## src/pkg/asf_consts.vh

```
// constants for the squitter message framer
`ifndef ASF_CONSTS_VH
`define ASF_CONSTS_VH

// ****************************************
// frame layout
// ****************************************
`define ASF_FRAME_W        112
`define ASF_ME_W           56
`define ASF_AA_W           24
`define ASF_TC_W           5
`define ASF_DF_EXT         5'h11
`define ASF_CA_DEFAULT     3'h5
`define ASF_CRC_POLY       24'hfff409

// ****************************************
// message kinds (one-hot request slots)
// ****************************************
`define ASF_NKIND          8
`define ASF_K_APOS         0
`define ASF_K_SPOS         1
`define ASF_K_IDENT        2
`define ASF_K_VEL          3
`define ASF_K_STAT         4
`define ASF_K_TSS          5
`define ASF_K_OPST         6
`define ASF_K_AUX          7

// ****************************************
// type and subtype codes
// ****************************************
`define ASF_TC_VEL         5'h13
`define ASF_TC_STAT        5'h1c
`define ASF_TC_TSS         5'h1d
`define ASF_TC_OPST        5'h1f
`define ASF_ST_TSS         3'h1
`define ASF_ST_EMERG       3'h1
`define ASF_ST_RA          3'h2
`define ASF_ST_OP_AIR      3'h0
`define ASF_ST_OP_SURF     3'h1
`define ASF_VERSION        3'h2
`define ASF_CONSPIC        13'h0200

// ****************************************
// repetition periods in ms, and in cycles
// ****************************************
`define ASF_CLK_HZ         40000000
`define ASF_P_POS_MS       500
`define ASF_P_VEL_MS       500
`define ASF_P_IDENT_MS     5000
`define ASF_P_STAT_MS      1000
`define ASF_P_TSS_MS       1250
`define ASF_P_OPST_MS      2500
`define ASF_P_AUX_MS       5000
`define ASF_CYC(ms)        ((ms) * (`ASF_CLK_HZ / 1000))

`endif

```

## src/verilog/asf_skid_buffer.v

```verilog
// two-entry buffer between the framer and the transmitter
`timescale 1ns/1ps

module asf_skid_buffer #(
   parameter W = 112
) (
   input  wire         ref_clk,   // clock
   input  wire         rstn,      // async reset, low
   input  wire [W-1:0] in_data,   // word in
   input  wire         in_valid,  // word in valid
   output wire         in_ready,  // room for a word
   output wire [W-1:0] out_data,  // word out
   output wire         out_valid, // word out valid
   input  wire         out_ready  // sink takes word
);

   reg [W-1:0] mem_reg [0:1];
   reg         wp_reg;
   reg         rp_reg;
   reg [1:0]   cnt_reg;

   wire push = in_valid && (cnt_reg != 2'h2);
   wire pop  = out_ready && (cnt_reg != 2'h0);

   assign in_ready  = (cnt_reg != 2'h2);
   assign out_valid = (cnt_reg != 2'h0);
   assign out_data  = mem_reg[rp_reg];

   // pointers and fill count; push and pop may share a cycle
   always @(posedge ref_clk or negedge rstn) begin
      if (!rstn) begin
         wp_reg  <= 1'b0;
         rp_reg  <= 1'b0;
         cnt_reg <= 2'h0;
      end else begin
         if (push)
            wp_reg <= ~wp_reg;
         if (pop)
            rp_reg <= ~rp_reg;
         if (push && !pop)
            cnt_reg <= cnt_reg + 2'h1;
         else if (pop && !push)
            cnt_reg <= cnt_reg - 2'h1;
      end
   end

   // storage needs no reset, valid gates it
   always @(posedge ref_clk) begin
      if (push)
         mem_reg[wp_reg] <= in_data;
   end

endmodule // asf_skid_buffer

```

## src/verilog/asf_squitter_framer.v

```verilog
// extended squitter frame builder with per-kind repetition scheduling
//
// How it works
// - payload lands in the 56-bit ME field, frame bits 33 to 88.
// - the 24-bit aircraft address fills frame bits 9 to 32 of every frame.
// - first five ME bits hold the type code naming the payload kind.
// - position type codes carry containment category; airborne 0,9-18,20-22, surface 0,5-8.
// - identification frames use type code 1 to 4, no subtype.
// - velocity frames use type code 19, subtype 1 normal or 2 supersonic.
// - status frames use type 28; subtype 1 emergency, subtype 2 advisory.
// - target state frames use type 29 with subtype 1.
// - operational status uses type 31; subtype 0 airborne, 1 surface.
// - operational status version field is the fixed constant 2.
// - squitter and reply data come from one shared input.
// - auxiliary registers 07 and 0A are also framed and sent.
// - supplement A rides in operational status, supplement B in airborne position.
// - each kind repeats at its own period, not a common one.
// - mode A code 1000 stops mode A broadcasting.
// - integrity failure forces both NIC and NACp to zero.
`timescale 1ns/1ps
`include "asf_consts.vh"

module asf_squitter_framer #(
   parameter [31:0] POS_CYC   = `ASF_CYC(`ASF_P_POS_MS),
   parameter [31:0] VEL_CYC   = `ASF_CYC(`ASF_P_VEL_MS),
   parameter [31:0] IDENT_CYC = `ASF_CYC(`ASF_P_IDENT_MS),
   parameter [31:0] STAT_CYC  = `ASF_CYC(`ASF_P_STAT_MS),
   parameter [31:0] TSS_CYC   = `ASF_CYC(`ASF_P_TSS_MS),
   parameter [31:0] OPST_CYC  = `ASF_CYC(`ASF_P_OPST_MS),
   parameter [31:0] AUX_CYC   = `ASF_CYC(`ASF_P_AUX_MS)
) (
   input  wire         ref_clk,        // 40 MHz clock
   input  wire         rstn,           // async reset, low
   input  wire [23:0]  aircraft_addr,  // 24-bit aircraft address
   input  wire         on_surface,     // air/ground state, pin
   input  wire [50:0]  apos_body,      // airborne position, ME bits 6..56
   input  wire [4:0]   apos_nic_tc,    // airborne type code from NIC
   input  wire         apos_upd,       // airborne position update strobe
   input  wire [50:0]  spos_body,      // surface position body
   input  wire [4:0]   spos_nic_tc,    // surface type code from NIC
   input  wire         spos_upd,       // surface position update strobe
   input  wire         pos_integ_fail, // position source integrity failure
   input  wire         nic_supp_b,     // supplement B for airborne position
   input  wire [1:0]   ident_tc_sel,   // identification type code 1..4 less one
   input  wire [50:0]  ident_body,     // category and characters
   input  wire         ident_upd,      // identification update strobe
   input  wire [47:0]  vel_body,       // velocity body after subtype
   input  wire         vel_supersonic, // supersonic velocity encoding
   input  wire         vel_upd,        // velocity update strobe
   input  wire [12:0]  mode_a_code,    // shared mode A code, also for replies
   input  wire [2:0]   emerg_state,    // shared emergency state
   input  wire         ra_active,      // advisory broadcast in place of mode A
   input  wire [47:0]  ra_body,        // advisory body after subtype
   input  wire         stat_upd,       // status update strobe
   input  wire [47:0]  tss_body,       // target state body
   input  wire         tss_upd,        // target state update strobe
   input  wire [44:0]  opst_body,      // op status body, less version and supps
   input  wire         nic_supp_a,     // supplement A
   input  wire [3:0]   nacp_in,        // NACp from source
   input  wire         opst_upd,       // op status update strobe
   input  wire [55:0]  aux_reg07,      // register 07 payload
   input  wire [55:0]  aux_reg0a,      // register 0A payload
   input  wire         aux_upd,        // auxiliary update strobe
   output reg  [111:0] frame_data,     // finished frame, bit 1 is msb
   output reg          frame_valid,    // frame present
   input  wire         frame_ready     // transmitter takes the frame
);

   // ****************************************
   // input synchronisers for the pin levels
   // ****************************************
   reg [1:0] surf_sync_reg;
   reg [1:0] fail_sync_reg;
   always @(posedge ref_clk or negedge rstn) begin
      if (!rstn) begin
         surf_sync_reg <= 2'h0;
         fail_sync_reg <= 2'h0;
      end else begin
         surf_sync_reg <= {surf_sync_reg[0], on_surface};
         fail_sync_reg <= {fail_sync_reg[0], pos_integ_fail};
      end
   end
   wire surf_s = surf_sync_reg[1];
   wire fail_s = fail_sync_reg[1];

   // ****************************************
   // payload latches
   // ****************************************
   // whole payloads copied in one edge; only the op status subtype is taken live from air/ground at framing
   reg [55:0] apos_reg, spos_reg, ident_reg, vel_reg, stat_reg, tss_reg, opst_reg;
   reg [55:0] aux07_reg, aux0a_reg;
   reg        aux_sel_reg;   // alternates 07 and 0A
   reg        mode_a_on_reg; // mode A broadcast enabled

   wire [4:0] apos_tc = fail_s ? 5'h00 : apos_nic_tc;
   wire [4:0] spos_tc = fail_s ? 5'h00 : spos_nic_tc;
   wire [3:0] nacp_eff = fail_s ? 4'h0 : nacp_in;
   wire [2:0] vel_st = vel_supersonic ? 3'h2 : 3'h1;
   wire [2:0] op_st = surf_s ? `ASF_ST_OP_SURF : `ASF_ST_OP_AIR;

   always @(posedge ref_clk or negedge rstn) begin
      if (!rstn) begin
         apos_reg      <= 56'h0;
         spos_reg      <= 56'h0;
         ident_reg     <= 56'h0;
         vel_reg       <= 56'h0;
         stat_reg      <= 56'h0;
         tss_reg       <= 56'h0;
         opst_reg      <= 56'h0;
         aux07_reg     <= 56'h0;
         aux0a_reg     <= 56'h0;
         mode_a_on_reg <= 1'b0;
      end else begin
         if (apos_upd)
            apos_reg <= {apos_tc, apos_body[50:45], nic_supp_b, apos_body[43:0]};
         if (spos_upd)
            spos_reg <= {spos_tc, spos_body};
         if (ident_upd)
            ident_reg <= {2'h0, {1'b0, ident_tc_sel} + 3'h1, ident_body};
         if (vel_upd)
            vel_reg <= {`ASF_TC_VEL, vel_st, vel_body};
         if (stat_upd) begin
            mode_a_on_reg <= (mode_a_code != `ASF_CONSPIC);
            if (ra_active)
               stat_reg <= {`ASF_TC_STAT, `ASF_ST_RA, ra_body};
            else
               stat_reg <= {`ASF_TC_STAT, `ASF_ST_EMERG, emerg_state,
                            mode_a_code, 32'h0};
         end
         if (tss_upd)
            tss_reg <= {`ASF_TC_TSS, `ASF_ST_TSS, tss_body};
         if (opst_upd)
            opst_reg <= {`ASF_TC_OPST, op_st, opst_body[44:21], `ASF_VERSION,
                         nic_supp_a, nacp_eff, opst_body[15:0]};
         if (aux_upd) begin
            aux07_reg <= aux_reg07;
            aux0a_reg <= aux_reg0a;
         end
      end
   end

   // ****************************************
   // repetition timers, one per kind
   // ****************************************
   reg  [31:0] period [0:`ASF_NKIND-1];
   wire [`ASF_NKIND-1:0] kind_en;
   reg  [`ASF_NKIND-1:0] pend_reg;
   reg  [`ASF_NKIND-1:0] grant;

   always @* begin
      period[`ASF_K_APOS]  = POS_CYC;
      period[`ASF_K_SPOS]  = POS_CYC;
      period[`ASF_K_IDENT] = IDENT_CYC;
      period[`ASF_K_VEL]   = VEL_CYC;
      period[`ASF_K_STAT]  = STAT_CYC;
      period[`ASF_K_TSS]   = TSS_CYC;
      period[`ASF_K_OPST]  = OPST_CYC;
      period[`ASF_K_AUX]   = AUX_CYC;
   end

   // surface kinds only on ground; mode A status only when not conspicuity
   assign kind_en = {1'b1, 1'b1, 1'b1, mode_a_on_reg | ra_active, ~surf_s, 1'b1,
                     surf_s, ~surf_s};

   genvar g;
   generate
      for (g = 0; g < `ASF_NKIND; g = g + 1) begin : g_tmr
         reg [31:0] cnt_reg;
         // a pending slot waits for the framer; the timer keeps running
         always @(posedge ref_clk or negedge rstn) begin
            if (!rstn) begin
               cnt_reg     <= 32'h0;
               pend_reg[g] <= 1'b0;
            end else begin
               if (cnt_reg >= period[g] - 32'h1)
                  cnt_reg <= 32'h0;
               else
                  cnt_reg <= cnt_reg + 32'h1;
               if (cnt_reg >= period[g] - 32'h1 && kind_en[g])
                  pend_reg[g] <= 1'b1;
               else if (grant[g])
                  pend_reg[g] <= 1'b0;
            end
         end
      end
   endgenerate

   // ****************************************
   // arbiter and frame assembly
   // ****************************************
   localparam ST_IDLE = 2'b01;
   localparam ST_SEND = 2'b10;
   reg [1:0]   state_reg;
   reg [111:0] asm_reg;
   reg         asm_valid_reg;
   wire        buf_ready;
   reg  [55:0] me_sel;
   integer     i;

   // lowest index wins; position first, then identification, then velocity
   always @* begin
      grant = {`ASF_NKIND{1'b0}};
      for (i = `ASF_NKIND - 1; i >= 0; i = i - 1) begin
         if (pend_reg[i])
            grant = ({{(`ASF_NKIND-1){1'b0}}, 1'b1} << i);
      end
      if (state_reg != ST_IDLE)
         grant = {`ASF_NKIND{1'b0}};
   end

   always @* begin
      me_sel = 56'h0;
      if (grant[`ASF_K_APOS])
         me_sel = apos_reg;
      else if (grant[`ASF_K_SPOS])
         me_sel = spos_reg;
      else if (grant[`ASF_K_IDENT])
         me_sel = ident_reg;
      else if (grant[`ASF_K_VEL])
         me_sel = vel_reg;
      else if (grant[`ASF_K_STAT])
         me_sel = stat_reg;
      else if (grant[`ASF_K_TSS])
         me_sel = tss_reg;
      else if (grant[`ASF_K_OPST])
         me_sel = {opst_reg[55:51], op_st, opst_reg[47:0]};
      else if (grant[`ASF_K_AUX])
         me_sel = aux_sel_reg ? aux0a_reg : aux07_reg;
   end

   // parity over the 88 leading bits, remainder of the 24-bit generator
   function [23:0] crc88;
      input [87:0] d;
      reg   [23:0] r;
      integer      k;
      begin
         r = 24'h0;
         for (k = 87; k >= 0; k = k - 1) begin
            if (d[k] ^ r[23])
               r = {r[22:0], 1'b0} ^ `ASF_CRC_POLY;
            else
               r = {r[22:0], 1'b0};
         end
         crc88 = r;
      end
   endfunction

   wire [87:0] head = {`ASF_DF_EXT, `ASF_CA_DEFAULT, aircraft_addr, me_sel};

   always @(posedge ref_clk or negedge rstn) begin
      if (!rstn) begin
         state_reg     <= ST_IDLE;
         asm_reg       <= 112'h0;
         asm_valid_reg <= 1'b0;
         aux_sel_reg   <= 1'b0;
      end else begin
         case (state_reg)
            ST_IDLE: begin
               if (|grant) begin
                  asm_reg       <= {head, crc88(head)};
                  asm_valid_reg <= 1'b1;
                  state_reg     <= ST_SEND;
                  if (grant[`ASF_K_AUX])
                     aux_sel_reg <= ~aux_sel_reg;
               end
            end
            ST_SEND: begin
               if (buf_ready) begin
                  asm_valid_reg <= 1'b0;
                  state_reg     <= ST_IDLE;
               end
            end
            default: state_reg <= ST_IDLE;
         endcase
      end
   end

   // ****************************************
   // output buffer and registered outputs
   // ****************************************
   wire [111:0] buf_data;
   wire         buf_valid;
   wire         out_take = frame_ready && frame_valid;
   wire         buf_pop  = buf_valid && (!frame_valid || out_take);

   asf_skid_buffer #(.W(`ASF_FRAME_W)) u_buf (
      .ref_clk   (ref_clk),
      .rstn      (rstn),
      .in_data   (asm_reg),
      .in_valid  (asm_valid_reg),
      .in_ready  (buf_ready),
      .out_data  (buf_data),
      .out_valid (buf_valid),
      .out_ready (buf_pop)
   );

   always @(posedge ref_clk or negedge rstn) begin
      if (!rstn) begin
         frame_data  <= 112'h0;
         frame_valid <= 1'b0;
      end else begin
         if (buf_pop) begin
            frame_data  <= buf_data;
            frame_valid <= 1'b1;
         end else if (out_take) begin
            frame_valid <= 1'b0;
         end
      end
   end

endmodule // asf_squitter_framer

```

## config.mk

```make
export PLATFORM = sky130hd
export DESIGN_NAME = asf_squitter_framer
export DESIGN_NICKNAME = d
export VERILOG_FILES = /design/src/verilog/asf_skid_buffer.v /design/src/verilog/asf_squitter_framer.v
export VERILOG_INCLUDE_DIRS = /design/src /design/src/pkg
export SDC_FILE = /design/constraint.sdc
export NUM_CORES = 2
export LEC_CHECK = 0
export BUFFER_PORTS_ARGS = -buffer_cell sky130_fd_sc_hd__clkbuf_2
export CAP_MARGIN = 20
export CORE_MARGIN = 1.5
export CORE_UTILIZATION = 50
export CTS_CLUSTER_SIZE = 10
export DETAILED_ROUTE_END_ITERATION = 10
export GPL_ROUTABILITY_DRIVEN = 0
export PLACE_DENSITY_LB_ADDON = 0.08
export SYNTH_ARGS = -nofsm -noshare
export SYNTH_HDL_FRONTEND = slang
export SYNTH_SLANG_ARGS = --single-unit
```

## constraint.sdc

```tcl
create_clock -name ref_clk -period 11.3 [get_ports ref_clk]
set_input_delay 0 -clock ref_clk [delete_from_list [all_inputs] [get_ports ref_clk]]
set_output_delay 0 -clock ref_clk [all_outputs]
set_load 0.1 [all_outputs]
```

---- Word-level counts from Yosys, hierarchy flattened ----
Memories as Yosys holds them, arrays and structs flattened. A register that Yosys moved wholly into a read port is not among the register bits.
Cells that the tools add are included.
operators by class
  mux-type cells .......................... 321
  bitwise operators ....................... 172
  equality and inequality tests ........... 7
  add/sub/neg operators ................... 11
  order comparisons ....................... 8
  reductions and logical operators ........ 32
operators with widths
  kind                                                                                    count
  24-bit 2-to-1 mux                                                                       261
  15-bit inverter                                                                         87
  56-bit 2-to-1 mux                                                                       9
  32-bit by 1-bit adder with 32-bit output (second input constant)                        8
  32-bit 2-to-1 mux                                                                       8
  32-bit by 25-bit greater-or-equal comparator with 1-bit output (second input constant)  3
  1-bit XOR                                                                               80
  8-bit 2-to-1 mux                                                                        9
  32-bit by 26-bit greater-or-equal comparator with 1-bit output (second input constant)  2
  32-bit by 28-bit greater-or-equal comparator with 1-bit output (second input constant)  2
  50-bit 2-to-1 mux                                                                       1
  32-bit by 27-bit greater-or-equal comparator with 1-bit output (second input constant)  1
  2-bit nonzero test                                                                      12
  1-bit 2-to-1 mux                                                                        23
  13-bit by 10-bit != test with 1-bit output (second input constant)                      1
  1-bit logical AND                                                                       10
  2-bit 2-to-1 mux                                                                        5
  5-bit 2-to-1 mux                                                                        2
  8-bit OR reduction                                                                      1
  2-bit != test (second input constant)                                                   3
  3-bit AND reduction                                                                     2
  1-bit zero test                                                                         4
  4-bit 2-to-1 mux                                                                        1
  1-bit inverter                                                                          4
  11 further kinds                                                                        12
word-level totals
  bits in registers ....................... 980
  memories ................................ 1
  logic and storage cells ................. 589
  bits in writable memories ............... 216
  output and inout bits ................... 113
  bits of input ports ..................... 527
memories
  name           depth  width  rd ports  clocked after memory_dff  write ports  line                  source
  u_buf.mem_reg  2      108    1         1                         1            asf_skid_buffer.v:17  reg [W-1:0] mem_reg [0:1];

---- Longest topological paths before layout ----
  depth after elaboration ................. 358
  mapped depth ............................ 20

---- By module ----
From an unflattened synthesis, not the netlist that was laid out.
unflattened totals
  cell total of the unflattened synthesis .. 4242
  area, all modules ....................... 55441.9 um^2
by module, submodules not included
  module               times used  area each (um^2)  seq. area each (um^2)  cells each
  asf_squitter_framer  1           46872.5           24174.4                3875
  asf_skid_buffer      1           8569.5            6826.5                 367

---- Worst setup path before layout ----
No wires, ideal clock.
  path type ............................... register -> register
  start point ............................. register state_reg[0]
  end point ............................... register asm_reg[13]
  path buffers ............................ 1
  library setup time ...................... 0.076 ns
  data arrival time ....................... 5.833 ns
  data required time ...................... 11.224 ns
  cell stages (with the launch flop) ...... 18
  slack ................................... 5.390 ns
  clock period less this slack ............ 5.910 ns
  path through ............................ dfstp_2 or4b_1 buf_2 o32ai_1 a221oi_1 xnor2_1 xor3_2 xnor3_2 xor2_2 xor2_1 xnor2_2 xnor3_2 xnor3_2 xnor3_1 xnor2_2 xnor2_2 xnor3_1 o21ai_1
between the ends
  word-level cells in the longest chain between the ends .. 232
  elaborated cells between the ends (all ways) .. 290
  those cells by class .................... 2 x eq/ne; 175 x mux; 111 x bitwise; 2 x reduce/logical
ends and longest elaborated chain
  item                                          line                       source
  from (decl)                                   asf_squitter_framer.v:193  reg [1:0] state_reg;
  from (signal assigned)                        asf_squitter_framer.v:252  state_reg <= ST_IDLE;
  from (signal assigned)                        asf_squitter_framer.v:262  state_reg <= ST_SEND;
  from (signal assigned)                        asf_squitter_framer.v:270  state_reg <= ST_IDLE;
  2-bit by 1-bit != test with 1-bit output      asf_squitter_framer.v:207  if (state_reg != ST_IDLE)
  8-bit 2-to-1 mux                              asf_squitter_framer.v:207
  56-bit 2-to-1 mux                             asf_squitter_framer.v:227  else if (grant[`ASF_K_AUX])
  56-bit 2-to-1 mux                             asf_squitter_framer.v:225  else if (grant[`ASF_K_OPST])
  56-bit 2-to-1 mux                             asf_squitter_framer.v:223  else if (grant[`ASF_K_TSS])
  56-bit 2-to-1 mux                             asf_squitter_framer.v:221  else if (grant[`ASF_K_STAT])
  56-bit 2-to-1 mux                             asf_squitter_framer.v:219  else if (grant[`ASF_K_VEL])
  56-bit 2-to-1 mux                             asf_squitter_framer.v:217  else if (grant[`ASF_K_IDENT])
  (+216 left out)                               -
  24-bit 2-to-1 mux                             asf_squitter_framer.v:259  if (|grant) begin
  24-bit 2-to-1 mux                             asf_squitter_framer.v:257  case (state_reg)
  1-bit XOR or 15-bit inverter (tied branches)  -
  24-bit 2-to-1 mux                             asf_squitter_framer.v:239  if (d[k] ^ r[23])
  24-bit 2-to-1 mux                             asf_squitter_framer.v:259
  24-bit 2-to-1 mux                             asf_squitter_framer.v:257
  1-bit XOR or 15-bit inverter (tied branches)  -
  24-bit 2-to-1 mux                             asf_squitter_framer.v:239
  to (signal assigned)                          asf_squitter_framer.v:260  asm_reg <= {head, crc88(head)};
  to (decl)                                     asf_squitter_framer.v:194  reg [111:0] asm_reg;
Parallel ways exist; a longest one is shown, timed or not. The select of a mux whose other input is x is not followed.
A chain may end at the register's enable or synchronous reset.

---- Worst setup path after layout ----
  start point ............................. register pend_reg[0]
  end point ............................... register asm_reg[15]
between the ends
  word-level cells in the longest chain between the ends .. 232
  elaborated cells between the ends (all ways) .. 289
  those cells by class .................... 176 x mux; 111 x bitwise; 2 x reduce/logical
ends and longest elaborated chain
  item                                          line                       source
  from (decl)                                   asf_squitter_framer.v:147  reg [`ASF_NKIND-1:0] pend_reg;
  from (signal, indexed assignment)             asf_squitter_framer.v:173  pend_reg[g] <= 1'b0;
  from (signal, indexed assignment)             asf_squitter_framer.v:180  pend_reg[g] <= 1'b1;
  from (signal, indexed assignment)             asf_squitter_framer.v:182  pend_reg[g] <= 1'b0;
  8-bit 2-to-1 mux (*)                          asf_squitter_framer.v:204  if (pend_reg[i])
  8-bit 2-to-1 mux (*)                          asf_squitter_framer.v:207
  56-bit 2-to-1 mux                             asf_squitter_framer.v:227
  56-bit 2-to-1 mux                             asf_squitter_framer.v:225
  56-bit 2-to-1 mux                             asf_squitter_framer.v:223
  56-bit 2-to-1 mux                             asf_squitter_framer.v:221
  56-bit 2-to-1 mux                             asf_squitter_framer.v:219
  56-bit 2-to-1 mux                             asf_squitter_framer.v:217
  (+216 left out)                               -
  24-bit 2-to-1 mux                             asf_squitter_framer.v:259
  24-bit 2-to-1 mux                             asf_squitter_framer.v:257
  1-bit XOR or 15-bit inverter (tied branches)  -
  24-bit 2-to-1 mux                             asf_squitter_framer.v:239
  24-bit 2-to-1 mux                             asf_squitter_framer.v:259
  24-bit 2-to-1 mux                             asf_squitter_framer.v:257
  1-bit XOR or 15-bit inverter (tied branches)  -
  24-bit 2-to-1 mux                             asf_squitter_framer.v:239
Every way passes the cells marked *; elsewhere a longest branch is shown, timed or not. The select of a mux whose other input is x is not followed.

==> flow_summary_export.csv <==
group,metric,value,unit
outcome,outcome,"finished, violations left",
outcome,violations,"DRC, hold timing",
detailed_routing,routedWlPerCell,24.3,um
place,io_buffers,629,
global_route,grt_antenna_before_repair,62,
clocking,clk_latency,0.76,ns
yosys,async_flop_share,0.821,
global_route,grt_pass1_vias,40200,
detailed_routing,num_vias,39700,
yosys,ys_seq_area_frac,0.567,
timing,worst_pin_slew,1.15,ns
floorplan,placementRows,119,
floorplan,start_util,0.507,
final_layout,final_nets,6139,
floorplan,core-area,0.106,sq mm
detailed_routing,drt-total-wl,173000,um
floorplan,die_y,331,um
min_path,min_path_type,"in2reg",
worst_setup_path,slowest_stage,"or4b_1",
final_layout,largest_reg_flops,256,
yosys,synthXorXnorAreaFrac,0.138,
timing,hold_ws,-0.000659,ns
yosys,ys_ff_latch,1173,
clocking,clock-sinks,1173,
yosys,yosys.area_share.simple,0.0825,
place,placed_cells,6156,
global_route,grt_max_degree,165,
timing,finalSetupTns,0,ns
final_layout,drive_above_1_share,0.243,
detailed_routing,drt_iter0_drc,3478,
yosys,ys.flop_type,"dfrtp_1",
worst_setup_path,crit_type,"reg2reg",
detailed_routing,drc,4,
floorplan,die-area,0.109,sq mm
detailed_routing,top_layer_used,"met5",
detailed_routing,dr_wl_met3,14900,um
detailed_routing,first_pass_iters,11,
global_route,track_usage,0.312,
worst_setup_path,crit_arrival,8.69,ns
worst_setup_path,critPathCaptureType,"flop",
timing,final.setup_skew,0.0384,ns
yosys,synth_cells,4254,
final_layout,fin_util,0.657,
global_route,grt_pass1_wl,252000,um
timing,maxSlewHeadroom,0.236,
clocking,cts_setup_buffers,0,
final_layout,nFillCells,7986,
yosys,synth_area,0.0536,sq mm
place,hpwl,113000,um
timing,fmax,0.124,GHz
clocking,path_clk_slew,0.06,ns
global_route,grt_overflow,0,
yosys,synth-adder-area-share,0.00233,
worst_setup_path,cp_slowest_stage_delay,0.92,ns
detailed_routing,drtAntennaViolNets,0,
final_layout,areaGrowthSynthToFinish,29.7,%
clocking,cts_max_level,4,
worst_setup_path,crit_fanout,24,
timing,slew_viol_final,0,
worst_setup_path,startpoint_type,"flop",
yosys,synth_top_family_by_area,"XOR/XNOR gates",
timing,period_minus_slack,8.05,ns
job,maxCapViolCount,0,
timing,rsz0062_at_grt,"no",
yosys,synth_edf_count,210,
final_layout,instances_no_fill,7116,
timing,setup_violations,0,
yosys,yosysWarnings,0,
yosys,avgSynthCellArea,12.6,sq um
yosys,synth.area.mux_share,0.124,
clocking,cts_buffers,138,
yosys,synth_compound_area_frac,0.0656,
worst_setup_path,worstPathRequired,11.94,ns
timing,min_period_over_period,0.712,
floorplan,fp.dieW,331,um
detailed_routing,wl_met1,69300,um
clocking,cts-root-buf,"clkbuf_16",
clocking,clock_path_buffers,3,
detailed_routing,route.met2.wl,79900,um
worst_setup_path,cp_cell_sequence,"or4b_1 > nor2_4 > o221ai_1 > a21oi_1 > xnor3_1 > xor3_1 > xnor3_1 > xnor2_1 > xor2_1 > xnor3_1 > xnor2_1 > xnor2_1 > xnor3_2 > xnor2_1 > xnor3_1 > o21ai_1",
clocking,cts_tree,"built",
floorplan,io-pin-count,640,
detailed_routing,viasPerCell,5.58,
timing,hold_violations,1,
yosys,ys_types,75,
cells in the final DEF, fill, tap and decap left out, types with 23 or more instances in the layout:
| master | synthesis | layout |
|---|---|---|
| dfrtp_1 | 962 | 958 |
| dlygate4sd3_1 | 0 | 695 |
| clkbuf_2 | 0 | 622 |
| mux2_2 | 447 | 447 |
| nor2_1 | 422 | 418 |
| xnor2_1 | 286 | 286 |
| nand2_1 | 231 | 230 |
| edfxtp_1 | 210 | 210 |
| a21oi_1 | 203 | 203 |
| xor2_1 | 201 | 201 |
| mux2i_1 | 159 | 159 |
| clkbuf_16 | 0 | 145 |
| nand3_1 | 127 | 127 |
| o21ai_0 | 111 | 110 |
| inv_1 | 79 | 79 |
| xnor3_1 | 72 | 72 |
| and3_1 | 67 | 66 |
| clkbuf_1 | 162 | 54 |
| conb_1 | 1 | 50 |
| buf_4 | 8 | 50 |
| diode_2 | 0 | 48 |
| xnor2_2 | 26 | 26 |
| a21o_1 | 25 | 25 |
| a222oi_1 | 24 | 24 |
| a221oi_1 | 23 | 23 |
stage by stage:
| step | worst slack, ns | cell area, sq um |
|---|---|---|
| 2_1_floorplan | 5.39 | 53800 |
| 3_3_place_gp | 3.48 | 58400 |
| 3_5_place_dp | 3.35 | 58400 |
| 4_1_cts | 3.29 | 69400 |
| 5_1_grt | 3.04 | 69500 |
| 6_report | 3.25 | 69600 |
synthesized netlist by cell type (all sizes together) (21+ instances only):
cell type	instances	area, sq um
xnor3	86	1950
a222oi	24	240
nand3	127	636
mux2	447	5030
nor2	424	1600
a22oi	21	158
mux2i	159	1590
nand2	231	867
a22o	22	193
dfrtp	962	24100
o21ai	123	616
nand3b	22	165
xor2	209	1890
a21o	25	188
a21oi	203	1020
edfxtp	210	6310
a221oi	23	201
and3	67	419
xnor2	321	3180
inv	79	297
buf	55	253
clkbuf	162	608
repair_timing:
action,in CTS,in global routing
hold buffers,696,0
hold endpoints to repair,735,0
gates resized for setup,0,0
kinds of logic after synthesis:
family | count (synthesis)
buf+inv | 296
xor+xnor | 631
mux | 606
fa+ha+maj | 10
other cells | 1
compound gates | 551
simple gates | 986
flops | 1173
per-layer routing:
layer / global-route usage / up-vias
met4: 0.137 / 32
met2: 0.490 / 1809
met5: 0 / -
met1: 0.411 / 19700
li1: - / 17500
met3: 0.0785 / 622
worst max-delay path, delay by kind of cell, from the launching register on:
kind                      cells  cell delay (ns)
DFF                           1             0.65
and+or+nand+nor               2             1.62
xor gates and xnor gates     11             4.42
AOI/OAI and AO/OA             3             1.24
area by class of cell:
type | instances | area (sq um) | area share
inverters | 79 | 297 | 0.00426
diodes | 48 | 120 | 0.00173
well taps | 1391 | 1740 | 0.0250
clock buffers | 205 | 3910 | 0.0562
flip-flops and latches | 1173 | 30400 | 0.437
clock inverters | 10 | 115 | 0.00165
repair buffers | 1376 | 10600 | 0.153
multi-input cells | 2834 | 22400 | 0.321
path summary, 6_finish.rpt:
| path | from | to | slack (ns) | depth (start not counted) |
|---|---|---|---|---|
| max | pend_reg[0] | asm_reg[15] | 3.25 | 16 |
| min | apos_upd | apos_reg[0] | -0.0007 | 2 |
| max reg2reg | pend_reg[0] | asm_reg[15] | 3.25 | 16 |
| min reg2reg | surf_sync_reg[0] | surf_sync_reg[1] | 0.35 | 0 |
| max in group asynchronous | rstn | opst_reg[45] | 8.50 | 6 |
| min in group asynchronous | rstn | frame_data[89] | 0.47 | 4 |
Power is not shown: default switching activity piles up to over one toggle a cycle in this logic, so the estimate is an artifact.
